File: src/status_pkg.sv
/*
 * Constants, field layout and carrier types of the instrument status
 * register bank.
 * Assumes one synchronous clock and a command parser that issues
 * register commands and condition strobes in that clock domain.
 */
`default_nettype none

package status_pkg;

	// -----------------------------------------------------------
	// register select
	// -----------------------------------------------------------
	localparam logic [2:0] SET_FREQ  = 3'h0;
	localparam logic [2:0] SET_POWER = 3'h1;
	localparam logic [2:0] SET_STD   = 3'h2;
	localparam logic [2:0] SET_OPER  = 3'h3;
	localparam logic [2:0] SET_USER  = 3'h4;
	localparam int         NUM_SETS  = 5;

	localparam logic [2:0] FLD_COND = 3'h0;
	localparam logic [2:0] FLD_PTR  = 3'h1;
	localparam logic [2:0] FLD_NTR  = 3'h2;
	localparam logic [2:0] FLD_EVT  = 3'h3;
	localparam logic [2:0] FLD_EN   = 3'h4;

	// -----------------------------------------------------------
	// bit positions
	// -----------------------------------------------------------
	localparam int FQ_SPAN  = 0;
	localparam int FQ_LO    = 1;
	localparam int FQ_REF   = 2;
	localparam int PW_OVLD  = 0;
	localparam int PW_OVSW  = 1;
	localparam int PW_INTRP = 2;
	localparam int PW_SRTRP = 3;
	localparam int PW_ADC   = 4;
	localparam int SE_OPC   = 0;
	localparam int SE_REQ   = 1;
	localparam int SE_QRY   = 2;
	localparam int SE_DEV   = 3;
	localparam int SE_EXE   = 4;
	localparam int SE_CMD   = 5;
	localparam int SE_PON   = 7;
	localparam int OP_CAL   = 0;
	localparam int OP_SETL  = 1;
	localparam int OP_RANGE = 2;
	localparam int OP_SWEEP = 3;
	localparam int OP_MEAS  = 4;
	localparam int OP_TRIG  = 5;
	localparam int OP_ARM   = 6;
	localparam int OP_AVG   = 8;
	localparam int OP_PROG  = 14;
	localparam int QD_POWER = 3;
	localparam int QD_FREQ  = 5;
	localparam int SB_USER  = 0;
	localparam int SB_STD   = 5;
	localparam int SB_OPER  = 7;

	// -----------------------------------------------------------
	// reset values and masks
	// -----------------------------------------------------------
	localparam logic [15:0] ZERO16   = 16'h0000;
	localparam logic [15:0] ONES16   = 16'hffff;
	localparam logic [15:0] PTR_RST  = 16'hffff;
	localparam logic [15:0] NTR_RST  = 16'h0000;
	localparam logic [15:0] EVT_RST  = 16'h0000;
	localparam logic [15:0] STD_RST  = 16'h0080;
	localparam logic [15:0] EN_RST   = 16'h0000;
	localparam logic [15:0] STD_MASK = 16'h00ff;

	// -----------------------------------------------------------
	// carriers
	// -----------------------------------------------------------
	typedef struct packed {
		logic        rd;
		logic        wr;
		logic [2:0]  set;
		logic [2:0]  fld;
		logic [15:0] wdata;
	} reg_cmd_s;

	typedef struct packed {
		logic span_uncal;
		logic lo_unlock;
		logic ref_unlock;
		logic in_ovld;
		logic oversweep;
		logic in_trip;
		logic src_trip;
		logic adc_ovld;
		logic opc_cmd;
		logic ops_done;
		logic addr_only;
		logic need_ctrl;
		logic query_err;
		logic dev_err;
		logic exec_err;
		logic cmd_err;
		logic calibrating;
		logic settling;
		logic ranging;
		logic sweeping;
		logic measuring;
		logic trig_ready;
		logic arm_manual;
		logic arm_ready;
		logic video_average_selection;
		logic average_enable_command;
		logic prog_running;
	} cond_in_s;

endpackage : status_pkg

`default_nettype wire

File: src/instrument_status_registers.sv
/*
 * Status register bank: five condition/event/enable sets, summaries,
 * trigger and arm gating.
 * Assumes every input is synchronous to i_clk_sys and one command
 * per cycle at most on i_cmd.
 */
`default_nettype none

module instrument_status_registers
	import status_pkg::*;
(
	input  wire logic     i_clk_sys,
	input  wire logic     i_rst,
	input  wire logic     i_ce,
	input  wire reg_cmd_s i_cmd,
	input  wire logic     i_clear_all,
	input  wire cond_in_s i_cond,
	input  wire logic [15:0] i_user_key,
	input  wire logic     i_trigger,
	input  wire logic     i_immediate_arm_command,
	output logic [15:0]   o_rd_data,
	output logic          o_rd_valid,
	output logic [15:0]   o_quest_sum,
	output logic [7:0]    o_stb_sum,
	output logic          o_trig_accept,
	output logic          o_arm_accept
);

	// -----------------------------------------------------------
	// helpers
	// -----------------------------------------------------------
	function automatic logic [15:0] latch_evt(
		input logic [15:0] evt,
		input logic [15:0] cur,
		input logic [15:0] nxt,
		input logic [15:0] ptr,
		input logic [15:0] ntr,
		input logic [15:0] clr
	);
		// set wins over a clear in the same cycle
		latch_evt = (evt & ~clr) | (ptr & nxt & ~cur)
			| (ntr & ~nxt & cur);
	endfunction : latch_evt

	function automatic logic full_set(input logic [2:0] s);
		full_set = (s == SET_FREQ) || (s == SET_POWER)
			|| (s == SET_OPER);
	endfunction : full_set

	// -----------------------------------------------------------
	// state
	// -----------------------------------------------------------
	logic [15:0] cond [NUM_SETS];
	logic [15:0] ptr  [NUM_SETS];
	logic [15:0] ntr  [NUM_SETS];
	logic [15:0] evt  [NUM_SETS];
	logic [15:0] en   [NUM_SETS];
	logic        opc_armed;

	logic [15:0] next_cond [NUM_SETS];
	logic [15:0] eff_ptr   [NUM_SETS];
	logic [15:0] eff_ntr   [NUM_SETS];
	logic [15:0] clr       [NUM_SETS];
	logic [15:0] next_evt  [NUM_SETS];

	// -----------------------------------------------------------
	// command decode
	// -----------------------------------------------------------
	wire logic set_ok  = i_cmd.set <= SET_USER;
	wire logic is_full = full_set(i_cmd.set);
	wire logic is_std  = i_cmd.set == SET_STD;
	wire logic is_user = i_cmd.set == SET_USER;
	wire logic wr_trans = i_cmd.wr && is_full
		&& (i_cmd.fld == FLD_PTR || i_cmd.fld == FLD_NTR);
	wire logic wr_en = i_cmd.wr && set_ok
		&& i_cmd.fld == FLD_EN;
	wire logic wr_user = i_cmd.wr && is_user
		&& i_cmd.fld == FLD_COND;
	wire logic rd_evt = i_cmd.rd && set_ok
		&& i_cmd.fld == FLD_EVT;
	// user condition and all std fields other than evt/en unreadable
	wire logic rd_ok = i_cmd.rd && set_ok && (is_full
		|| i_cmd.fld == FLD_EVT || i_cmd.fld == FLD_EN);
	wire logic [15:0] wmask = is_std ? STD_MASK : ONES16;

	logic [15:0] rd_mux;
	always_comb begin
		rd_mux = ZERO16;
		if (rd_ok) begin
			unique case (i_cmd.fld)
				FLD_COND: rd_mux = cond[i_cmd.set];
				FLD_PTR:  rd_mux = ptr[i_cmd.set];
				FLD_NTR:  rd_mux = ntr[i_cmd.set];
				FLD_EVT:  rd_mux = evt[i_cmd.set];
				FLD_EN:   rd_mux = en[i_cmd.set];
				default:  rd_mux = ZERO16;
			endcase
		end
	end

	// -----------------------------------------------------------
	// condition sources
	// -----------------------------------------------------------
	wire logic opc_fire = opc_armed && i_cond.ops_done;

	always_comb begin
		for (int s = 0; s < NUM_SETS; s++) begin
			next_cond[s] = ZERO16;
		end
		next_cond[SET_FREQ][FQ_SPAN] = i_cond.span_uncal;
		next_cond[SET_FREQ][FQ_LO] = i_cond.lo_unlock;
		next_cond[SET_FREQ][FQ_REF] = i_cond.ref_unlock;
		// overload is flagged upstream for inputs under 150 MHz
		next_cond[SET_POWER][PW_OVLD] = i_cond.in_ovld;
		next_cond[SET_POWER][PW_OVSW] = i_cond.oversweep;
		next_cond[SET_POWER][PW_INTRP] = i_cond.in_trip;
		next_cond[SET_POWER][PW_SRTRP] = i_cond.src_trip;
		next_cond[SET_POWER][PW_ADC] = i_cond.adc_ovld;
		next_cond[SET_STD][SE_OPC] = opc_fire;
		next_cond[SET_STD][SE_REQ] =
			i_cond.addr_only && i_cond.need_ctrl;
		next_cond[SET_STD][SE_QRY] = i_cond.query_err;
		next_cond[SET_STD][SE_DEV] = i_cond.dev_err;
		next_cond[SET_STD][SE_EXE] = i_cond.exec_err;
		next_cond[SET_STD][SE_CMD] = i_cond.cmd_err;
		next_cond[SET_OPER][OP_CAL] = i_cond.calibrating;
		next_cond[SET_OPER][OP_SETL] = i_cond.settling;
		next_cond[SET_OPER][OP_RANGE] = i_cond.ranging;
		next_cond[SET_OPER][OP_SWEEP] = i_cond.sweeping;
		next_cond[SET_OPER][OP_MEAS] = i_cond.measuring;
		next_cond[SET_OPER][OP_TRIG] = i_cond.trig_ready;
		next_cond[SET_OPER][OP_ARM] =
			i_cond.arm_manual && i_cond.arm_ready;
		next_cond[SET_OPER][OP_AVG] = i_cond.video_average_selection
			&& i_cond.average_enable_command;
		next_cond[SET_OPER][OP_PROG] = i_cond.prog_running;
		// one-cycle pulse per set bit, rest at zero
		next_cond[SET_USER] = i_user_key
			| (wr_user ? i_cmd.wdata : ZERO16);
	end

	// -----------------------------------------------------------
	// event latching
	// -----------------------------------------------------------
	always_comb begin
		for (int s = 0; s < NUM_SETS; s++) begin
			eff_ptr[s] = ptr[s];
			eff_ntr[s] = ntr[s];
			clr[s] = (i_clear_all || (rd_evt
				&& i_cmd.set == 3'(s))) ? ONES16 : ZERO16;
		end
		eff_ptr[SET_STD] = ONES16;
		eff_ntr[SET_STD] = ZERO16;
		eff_ptr[SET_USER] = ONES16;
		eff_ntr[SET_USER] = ZERO16;
		for (int s = 0; s < NUM_SETS; s++) begin
			next_evt[s] = latch_evt(evt[s], cond[s], next_cond[s],
				eff_ptr[s], eff_ntr[s], clr[s]);
		end
	end

	// -----------------------------------------------------------
	// summaries
	// -----------------------------------------------------------
	wire logic sum_power = |(evt[SET_POWER] & en[SET_POWER]);
	wire logic sum_freq  = |(evt[SET_FREQ] & en[SET_FREQ]);
	wire logic sum_std   = |(evt[SET_STD] & en[SET_STD]);
	wire logic sum_oper  = |(evt[SET_OPER] & en[SET_OPER]);
	wire logic sum_user  = |(evt[SET_USER] & en[SET_USER]);

	logic [15:0] next_quest;
	logic [7:0]  next_stb;
	always_comb begin
		next_quest = ZERO16;
		next_stb = 8'h00;
		next_quest[QD_POWER] = sum_power;
		next_quest[QD_FREQ] = sum_freq;
		next_stb[SB_USER] = sum_user;
		next_stb[SB_STD] = sum_std;
		next_stb[SB_OPER] = sum_oper;
	end

	// -----------------------------------------------------------
	// registers
	// -----------------------------------------------------------
	always_ff @(posedge i_clk_sys) begin
		if (i_rst) begin
			for (int s = 0; s < NUM_SETS; s++) begin
				cond[s] <= ZERO16;
				ptr[s] <= PTR_RST;
				ntr[s] <= NTR_RST;
				evt[s] <= EVT_RST;
				en[s] <= EN_RST;
			end
			evt[SET_STD] <= STD_RST;
			opc_armed <= 1'b0;
		end else if (i_ce) begin
			for (int s = 0; s < NUM_SETS; s++) begin
				cond[s] <= next_cond[s];
				evt[s] <= next_evt[s];
			end
			if (wr_trans && i_cmd.fld == FLD_PTR)
				ptr[i_cmd.set] <= i_cmd.wdata;
			if (wr_trans && i_cmd.fld == FLD_NTR)
				ntr[i_cmd.set] <= i_cmd.wdata;
			if (wr_en)
				en[i_cmd.set] <= i_cmd.wdata & wmask;
			// a new request re-arms even as an old one completes
			opc_armed <= i_cond.opc_cmd
				|| (opc_armed && !i_cond.ops_done);
		end
	end

	// -----------------------------------------------------------
	// outputs
	// -----------------------------------------------------------
	always_ff @(posedge i_clk_sys) begin
		if (i_rst) begin
			o_rd_data <= ZERO16;
			o_rd_valid <= 1'b0;
			o_quest_sum <= ZERO16;
			o_stb_sum <= 8'h00;
			o_trig_accept <= 1'b0;
			o_arm_accept <= 1'b0;
		end else if (i_ce) begin
			o_rd_data <= rd_mux;
			o_rd_valid <= i_cmd.rd;
			o_quest_sum <= next_quest;
			o_stb_sum <= next_stb;
			// condition flop is the ready state already reported
			o_trig_accept <= i_trigger && cond[SET_OPER][OP_TRIG];
			o_arm_accept <= i_immediate_arm_command && cond[SET_OPER][OP_ARM];
		end
	end
endmodule : instrument_status_registers

`default_nettype wire

File: config.mk
export PLATFORM = sky130hd
export DESIGN_NAME = instrument_status_registers
export DESIGN_NICKNAME = d
export VERILOG_FILES = /design/src/status_pkg.sv /design/src/instrument_status_registers.sv
export SDC_FILE = /design/constraint.sdc
export NUM_CORES = 1
export LEC_CHECK = 0
export ABC_AREA = 0
export BUFFER_PORTS_ARGS = -buffer_cell sky130_fd_sc_hd__buf_4
export CORE_ASPECT_RATIO = 1.2
export CORE_MARGIN = 4
export CORE_UTILIZATION = 31
export DETAILED_ROUTE_END_ITERATION = 10
export PLACE_DENSITY = 0.57
export SYNTH_ARGS = -nofsm -noshare
export SYNTH_HDL_FRONTEND = slang
export SYNTH_SLANG_ARGS = --single-unit
export TNS_END_PERCENT = 50
File: constraint.sdc
create_clock -name i_clk_sys -period 6.03 [get_ports i_clk_sys]
set_clock_uncertainty 0.2 [all_clocks]
set_input_delay 1.206 -clock i_clk_sys [delete_from_list [all_inputs] [get_ports i_clk_sys]]
set_output_delay 1.206 -clock i_clk_sys [all_outputs]
set_load 0.02 [all_outputs]
[Yosys cells after proc, flatten, opt, wreduce, memory -nomap -nowiden]
Memory sizes are Yosys's and may differ from the RTL's.
Index checks and enable logic that the tools add are counted.
Storage, ports and cells
  bits in latches: 0
  register bits after elaboration: 25
  bits in read-only memories: 0
  memories kept: 5
  input bits: 73
  bits in writable memories: 400
Operators by class
  muxes and demuxes: 46
  div/mod/pow operators: 0
  $lt $le $gt $ge: 1
  multiply operators: 0
  $add $sub $neg: 0
  eq/ne operators: 8
  shift operators: 0
  reduce and logical (&&, ||, !) cells: 45
  bitwise logic cells: 58
Memory list
  cond: depth 5, width 16, read ports 6, clocked after Yosys merged registers in 0, wr ports 5, line instrument_status_registers.sv:53  | logic [15:0] cond [NUM_SETS];
  en: depth 5, width 16, read ports 6, clocked after Yosys merged registers in 0, wr ports 5, line instrument_status_registers.sv:57  | logic [15:0] en [NUM_SETS];
  evt: depth 5, width 16, read ports 6, clocked after Yosys merged registers in 0, wr ports 5, line instrument_status_registers.sv:56  | logic [15:0] evt [NUM_SETS];
  ntr: depth 5, width 16, read ports 4, clocked after Yosys merged registers in 0, wr ports 5, line instrument_status_registers.sv:55  | logic [15:0] ntr [NUM_SETS];
  ptr: depth 5, width 16, read ports 4, clocked after Yosys merged registers in 0, wr ports 5, line instrument_status_registers.sv:54  | logic [15:0] ptr [NUM_SETS];
Operators by type and width (number)
  $mux 16: 22
  $and 16x16->16: 21
  $not 16->16: 10
  $or 16x16->16: 9
  $reduce_or 16->1: 8
  $pmux 16 s5: 1
  $logic_and 1x1->1: 23
  $mux 1: 20
  $and 16x15->16: 1
  $and 16x3->16: 1
  $and 16x5->16: 1
  $and 6x16->16: 1
  $not 15->16: 1
  $not 3->16: 1
  $not 5->16: 1
  $eq 3x2->1 const B: 4
  $logic_or 1x1->1: 11
  $or 1x1->1: 11
  $mux 3: 3
  $eq 3x1->1 const B: 2
  $eq 3x3->1 const B: 2
  $logic_not 3->1: 2
  $le 3x3->1 const B: 1
  $logic_not 1->1: 1

[Longest topological paths before layout]
Gate-level depths: netlist of the first run.
  depth after elaboration: 12
  gate-level depth with buffers: 9
  gate-level depth less buffers: 5

[Worst setup path after synthesis of the first run]
OpenSTA, ideal clock, no wires.
  kind: input -> register
  start: input i_ce
  end: memory cond[0][0] (enable)
  cell stages on the path: 5
  required time: 5.358 ns
  path buffers: 3
  data arrival time: 4.283 ns
  setup time: 0.472 ns
  setup slack: 1.075 ns
  path through: clkbuf_1 nor2_1 clkbuf_1 clkbuf_1 inv_1
RTL lines
  start: declaration: line instrument_status_registers.sv:14  | input wire logic i_ce,
  end: declaration: line instrument_status_registers.sv:53

==> results.md, run 1 <==
- Postcts setup bufs: 0
- Drt first pass iters: 6
- R2R Path End: o_rd_data[3]
- Synthesized-area fraction occupied by ao, oa, aoi and oai cells: 0.108
- Most used cell along the critical path: buf_4
- Cell with the most instances after synthesis: edfxtp_1
- Number of design-rule violations left by the first detailed-router iteration: 2088
- H-tree levels: 2
- Horiz. Die Dim: 260 um
- Number of clock buffers inserted by TritonCTS: between 50 and 60
- Dominant cells by area after synthesis: edfxtp_1 (64%), mux4_2 (3.8%), mux2_2 (2.7%), and3_1 (2.3%), a221oi_1 (2.2%)
- Port bufs: 96
- Setup violators final: 0
- Peak per-stage delay on the critical path: 980 ps
- Register area share after synthesis: 0.663
- Critical Path Fanout Max: 57
- Summed negative setup slack over all endpoints: 0 ps
- Post-synthesis area per instance: 14.0 um2
- Number of max-cap violations: 0
- Crit path cell chain: buf_4, buf_4, nor2_2, nand2_1, o21ai_2
- Half-perimeter wire length after placement: approximately 55 mm
- Filler cell count: 7286
- Average via count per standard cell: between 5 and 6
- Routed WL: 80.2 mm
- TritonCTS clock tree: done
- FF-to-FF setup slack: 3620 ps
- Count of boundary I/O pins: 116
- Number of cells on the worst reg-to-reg path: 5
- Overflow left after global routing: 0
- Run status: complete, no violations
- Predominant post-synthesis flop cell: edfxtp_1
- Number of cells upsized or downsized after cts: 0
- Number of rows in the core area: 110
- NumNets Final: 2039
- Count of warnings emitted by yosys: 0
- Clock period minus worst slack: ~4000 ps
- Area growth from synthesis to layout: 18.0%
- Total number of cells along the worst setup path: 5
- Capturing instance or port of the critical path: ntr[0][13]
- Hold slack: 280 ps
- Total DRC errors in the routed layout: 0
- Antenna cells: 0
- Commonest cells post-synth: edfxtp_1 (503), nand2_1 (119), nor2_1 (92), and3_1 (85), and2_1 (76)
- Simple-gate area share of the yosys netlist: 0.117
- Fmax achieved: approximately 0.25 GHz
- Most area-hungry cell type in the Yosys netlist: edfxtp_1
- Starting density of the core: 0.313
- Power density of the placed cells: 308 mW/mm2
- Via count of the first global-routing pass: 15.9k
- Clock slew at reported path FFs: about 60 ps
- Worst Path Class, Setup: primary input to flop
- GP Congestion: 0.940
- Startpoint kind of the worst setup timing path: primary input
- Final core area utilization: 0.370
- Number of vias in the routed layout: 16.4k
- Kind of capture point of the worst setup path: flop
- Global-route wire length before repair: 113 mm
- Mapped Cells: 1686
- Standard cell core area: 0.0751 mm2
- Post-DP Area: 0.0260 mm2
- CTS Hold Buffers Added: 0
- Crit share post-route: 0.667
- Final max-slew violation count: 0
- Asr flop ratio synth: 0
- Leakage: 10.1 nW
- Total buffers and inverters traversed by the critical path: 2
- Slew Limit Headroom: 0.204
- Total count of hold-check failures in the final report: 0
- Startpoint of the most critical register-to-register path: en[4][3]
- Xor and xnor fraction of the mapped netlist area: 0
- Routed wirelength normalized by instance count: 26.6 um
- Worst Tran Pin Value: 1190 ps
- Data arrival time at the worst-slack endpoint: 4040 ps
- Worst vdd ir: 0.193 mV
- Max Root-Sink Buffers: 3
- Clk sink count: 528
- Cell area after technology mapping: 0.0235 mm2
- Buffer type at the clock tree root: clkbuf_16
- Combinational family with the most area after synthesis: simple AND/OR/NAND/NOR gates
- Synth cell types: between 60 and 70
- Number of antenna violations at the first check in global routing: 2
- Launch point of the worst path: i_cmd[19]
- Die Y: around 310 um
- Post-synthesis mux area share: 0.0778
- Cell family with the largest share of critical-path delay: simple AND/OR/NAND/NOR gates
- Fraction of final layout cells with drive strength greater than 1: 0.169
- Adder and majority cell fraction of the synthesized area: 0
- Area share of the leading cell type in the synthesized netlist: 0.641
- Global router's overall resource usage: 0.194
- Pin count of the biggest net entering global routing: 62
- Required time reported for the critical path endpoint: 6050 ps
- RSZ-0062 raised after global routing: false
- Number of flops mapped to enable cells by yosys: 503
- Hold Path Class: flop to flop
- Clock Latency Late Sink: between 600 and 700 ps
- Synth Register Bits: 528
- Count of antenna-violating nets left after detailed routing: 0
- Power, Total: 0.00855 W
- Final standard cell area without fillers: approximately 0.028 mm2
- Die outline area: just over 0.08 mm2
- Slowest cell on crit path: o21ai_2
==> where the power goes <==
part | internal, W | switching, W
registers | 0.00428 | 0.000150
clock network | 0.00194 | 0.00145
logic | 0.000246 | 0.000487
total | 0.00646 | 0.00209
==> how the worst min path moves through the flow <==
stage	start	to	slack, ps	depth (start not counted)
after floorplan	opc_armed	opc_armed	260	2
after global placement	o_arm_accept	o_arm_accept	270	2
after detailed placement	o_arm_accept	o_arm_accept	280	2
after CTS	o_arm_accept	o_arm_accept	290	2
after global routing	o_arm_accept	o_arm_accept	310	2
final	o_arm_accept	o_arm_accept	280	2
==> logic make-up after synthesis <==
group | Yosys count
AO/OA/AOI/OAI | 356
buffers and inverters | 164
flip-flops | 528
multiplexers | 125
other | 2
AND/OR/NAND/NOR | 511
==> per-stage QoR <==
stage | setup slack, ps | cells
after floorplan | 1080 | 1919
after detailed placement | 1330 | 2917
after global placement | 1460 | 2917
final | 2010 | 3019
after global routing | 1880 | 3019
after CTS | 1990 | 3019
==> tightest hold or removal path: cells and delay by family (launching register included) <==
kind            cells  cell delay (ps)
flops               1              310
simple gates        1               70
compound gates      1               50
==> state kept, by name, indices dropped and copies added, names as in the netlist, 2 cells and up <==
| name | flops |
|---|---|
| evt | 80 |
| o_stb_sum | 3 |
| ptr | 128 |
| en | 128 |
| o_rd_data | 16 |
| ntr | 128 |
| o_quest_sum | 2 |
| cond | 39 |
==> final cells by class <==
class / instances / area (um2) / share of cell area
clock buffers: 75 / 1600 / 0.0575
clock inverters: 27 / 178 / 0.00639
inverters: 21 / 81.3 / 0.00293
multi-input cells: 1227 / 8060 / 0.290
flip-flops and latches: 528 / 15600 / 0.561
well taps: 1008 / 1260 / 0.0454
repair buffers: 133 / 1010 / 0.0365
==> routing by layer <==
layer | track usage | vias to the layer above | share of wire
li1 | - | 6943 | -
met1 | 0.265 | 8258 | 0.40
met2 | 0.311 | 1014 | 0.46
met3 | 0.0333 | 175 | 0.096
met4 | 0.0756 | 0 | 0.043
met5 | 0 | - | 0
==> placed cells by master, fill, tap and decap left out, drive strengths merged, types with 17 or more instances in the layout <==
cell type,count
or3,48
edfxtp,503
conb,235
a22o,17
mux4,40
nand3b,18
o21ai,61
clkinv,24
o31ai,17
mux2i,20
dfxtp,25
a21oi,62
nor2,93
clkbuf,75
nand2,120
and2,77
and3,85
buf,133
mux2,65
a221oi,58
inv,21
a22oi,64
Power figures use the tool's default switching activity.
==> inputs of run 2 (changes only) <==
--- a/config.mk
+++ b/config.mk
@@ -5,7 +5,7 @@
 export SDC_FILE = /design/constraint.sdc
 export NUM_CORES = 1
 export LEC_CHECK = 0
-export ABC_AREA = 0
+export ABC_AREA = 1
 export BUFFER_PORTS_ARGS = -buffer_cell sky130_fd_sc_hd__buf_4
 export CORE_ASPECT_RATIO = 1.2
 export CORE_MARGIN = 4
==> constraint.sdc (replaced) <==
create_clock -name i_clk_sys -period 3.8 [get_ports i_clk_sys]
set_clock_uncertainty 0.2 [all_clocks]
set_input_delay 0.76 -clock i_clk_sys [delete_from_list [all_inputs] [get_ports i_clk_sys]]
set_output_delay 0.76 -clock i_clk_sys [all_outputs]
set_load 0.02 [all_outputs]
==> run 2 against run 1 <==
Compared with the run above:
- critical path type unchanged
- first-iteration DRC count is 7.8% lower
- worst hold slack worse by 100 ps
- worst setup slack worse by 840 ps
- clock power is 53% higher
- global-route usage is 0.73 points lower
- critical path depth is 3 higher
==> results.md, run 2 <==
- Setup violators final: 0 (unchanged)
- Kind of capture point of the worst setup path: flop
- Number of max-cap violations: 0 (unchanged)
- Worst Tran Pin Value: 1100 ps (-90.0 ps)
- CTS Hold Buffers Added: 0 (unchanged)
- Via count of the first global-routing pass: 18.0k (+13%)
- Most area-hungry cell type in the Yosys netlist: edfxtp_1
- Filler cell count: 7936 (+8.9%)
- Clock slew at reported path FFs: 60 ps (about the same)
- Die Y: 317 um (+2.2%)
- Drt first pass iters: 5 (-1)
- Number of clock buffers inserted by TritonCTS: 53 (-3.6%)
- TritonCTS clock tree: done
- Postcts setup bufs: 0 (unchanged)
- Number of vias in the routed layout: 18.9k (+15%)
- Crit path cell chain: buf_4, inv_2, nand2_1, nor2_2, nand3_2, o21bai_1, nand2_1, o21ai_0
- Commonest non-fill, non-tap cell in the layout: nand2_1
- Leakage: 12.6 nW (+25%)
- Area share of the leading cell type in the synthesized netlist: 0.613 (-0.0280)
- Registers with the most flip-flops: en x128, ntr x128, ptr x128
- Dominant cells by area after synthesis: edfxtp_1 (61%), nand2_1 (11%), nor2_1 (6.0%), nand3_1 (4.5%), inv_1 (4.1%)
- Number of flops mapped to enable cells by yosys: 503 (unchanged)
- Number of cells upsized or downsized after cts: 0 (unchanged)
- Power, Total: 0.0134 W (+57%)
- Hold Path Class: primary input to flop
- Mapped Cells: 2612 (+55%)
- Count of boundary I/O pins: 116 (unchanged)
- Area growth from synthesis to layout: 18.3%
- Pin count of the biggest net entering global routing: 120 (+94%)
- Required time reported for the critical path endpoint: 4060 ps (-1990 ps)
- Data arrival time at the worst-slack endpoint: 2890 ps (-1150 ps)
- Startpoint kind of the worst setup timing path: primary input
- Synth cell types: 38 (-43%)
- Cell with the most instances after synthesis: nand2_1
- Peak per-stage delay on the critical path: 530 ps (-450 ps)
- Commonest cells after routing, fill and taps aside: nand2_1 (737), edfxtp_1 (503), nor2_1 (391), inv_1 (270), conb_1 (235)
- Global router's overall resource usage: 0.186 (-0.00734)
- Sequential Area: 0.0156 mm2 (unchanged)
- Worst vdd ir: 0.359 mV (+86%)
- Hold slack: 177 ps (-103 ps)
- Clk sink count: 528 (unchanged)
- Half-perimeter wire length after placement: 55.7 mm (+0.53%)
- Post-synthesis area per instance: 9.43 um2 (-33%)
- Standard cell core area: 0.0782 mm2 (+4.1%)
- Run status: complete, no violations
- Slew Limit Headroom: 0.265 (+0.0608)
- Number of design-rule violations left by the first detailed-router iteration: 1925 (-7.8%)
- Count of antenna-violating nets left after detailed routing: 0 (unchanged)
- GP Congestion: 0.891 (-5.2%)
- Most used cell along the critical path: nand2_1
- RSZ-0062 raised after global routing: false
- Fraction of final layout cells with drive strength greater than 1: 0.101 (-0.0679)
- Critical Path Fanout Max: 22 (-61%)
- Fmax achieved: approximately 0.38 GHz
- Slowest cell on crit path: nand3_2
- Routed wirelength normalized by instance count: 20.0 um (-25%)
- Predominant post-synthesis flop cell: edfxtp_1
- Average via count per standard cell: 4.74 (-13%)
- Cell area after technology mapping: 0.0246 mm2 (+4.6%)
- H-tree levels: 2 (unchanged)
- Worst Path Class, Setup: primary input to flop
- Total count of hold-check failures in the final report: 0 (unchanged)
- Total DRC errors in the routed layout: 0 (unchanged)
- Die outline area: 0.0840 mm2 (+4.4%)
- Final standard cell area without fillers: 0.0291 mm2 (+4.8%)
- Overflow left after global routing: 0 (unchanged)
- Final core area utilization: 0.373 (+0.00261)
- Clock period minus worst slack: around 2600 ps
- Final max-slew violation count: 0 (unchanged)
- Count of warnings emitted by yosys: 0 (unchanged)
- Horiz. Die Dim: 265 um (+2.2%)
- Number of antenna violations at the first check in global routing: 2 (unchanged)
- Power density of the placed cells: 460 mW/mm2 (+50%)
- Register area share after synthesis: 0.634 (-0.0289)
- Synth Register Bits: 528 (unchanged)
- Summed negative setup slack over all endpoints: 0 ps (unchanged)
- Buffer type at the clock tree root: clkbuf_16
- Global-route wire length before repair: 117 mm (+2.9%)
- Number of rows in the core area: 112 (+1.8%)
- NumNets Final: 2989 (+47%)
- Port bufs: 96 (unchanged)
- Multi-input gate area: 0.00816 mm2 (+1.3%)
- Crit share post-route: 0.693
- Starting density of the core: 0.315 (+0.00153)
- Routed WL: 79.8 mm (-0.42%)
- Clock Latency Late Sink: 620 ps (about the same)
- Commonest cells post-synth: nand2_1 (737), edfxtp_1 (503), nor2_1 (395), inv_1 (271), nand3_1 (222)
- Post-DP Area: 0.0274 mm2 (+5.5%)
- Max Root-Sink Buffers: 3 (unchanged)
- Asr flop ratio synth: 0 (unchanged)
==> run 2: cells by family after synthesis <==
| kind of cell | Yosys count | share of synthesized area |
|---|---|---|
| compound gates | 175 | 0.0454 |
| other cells | 2 | 0.000305 |
| buf+inv | 433 | 0.0719 |
| flops | 528 | 0.634 |
| simple gates | 1474 | 0.249 |
==> run 2: worst paths after layout <==
| path | start | endpoint | slack [ps] | cells past startpoint |
|---|---|---|---|---|
| max | i_cmd[20] | evt[4][2] | 1170 | 8 |
| min | i_cond[18] | opc_armed | 180 | 2 |
| max reg2reg | evt[4][3] | o_stb_sum[0] | 1850 | 6 |
| min reg2reg | o_stb_sum[5] | o_stb_sum[5] | 260 | 2 |
==> run 2: area by class of cell <==
class | instances | area share
diodes | 2 | 0.000172
clock inverters | 19 | 0.00563
inverters | 284 | 0.0368
clock buffers | 79 | 0.0521
multi-input cells | 1884 | 0.280
flip-flops and latches | 528 | 0.536
well taps | 1026 | 0.0441
repair buffers | 165 | 0.0453
==> run 2: per-layer routing <==
metal  part of all wire  routed length [um]  GRT usage
met5                  0                   0          0
met4              0.036                2910     0.0665
met3              0.080                6420     0.0316
met2               0.47               37100      0.306
met1               0.42               33400      0.250
==> run 2: stage by stage <==
stage                     std cells  worst slack, ps
after floorplan                2845              143
after global placement         3887              677
after detailed placement       3887              618
after CTS                      3985             1270
after global routing           3986             1090
final                          3987             1170
==> run 2: report_power, final <==
group / total, W / switching [W] / internal [W]
Sequential: 0.00697 / 0.000181 / 0.00678
Clock: 0.00519 / 0.00224 / 0.00295
Combinational: 0.00124 / 0.000895 / 0.000344
Total: 0.0134 / 0.00332 / 0.0101
==> run 2: critical path: cells and delay by family <==
kind / cells / cell delay, ps
simple gates: 4 / 1180
buf+inv: 2 / 430
compound gates: 2 / 480
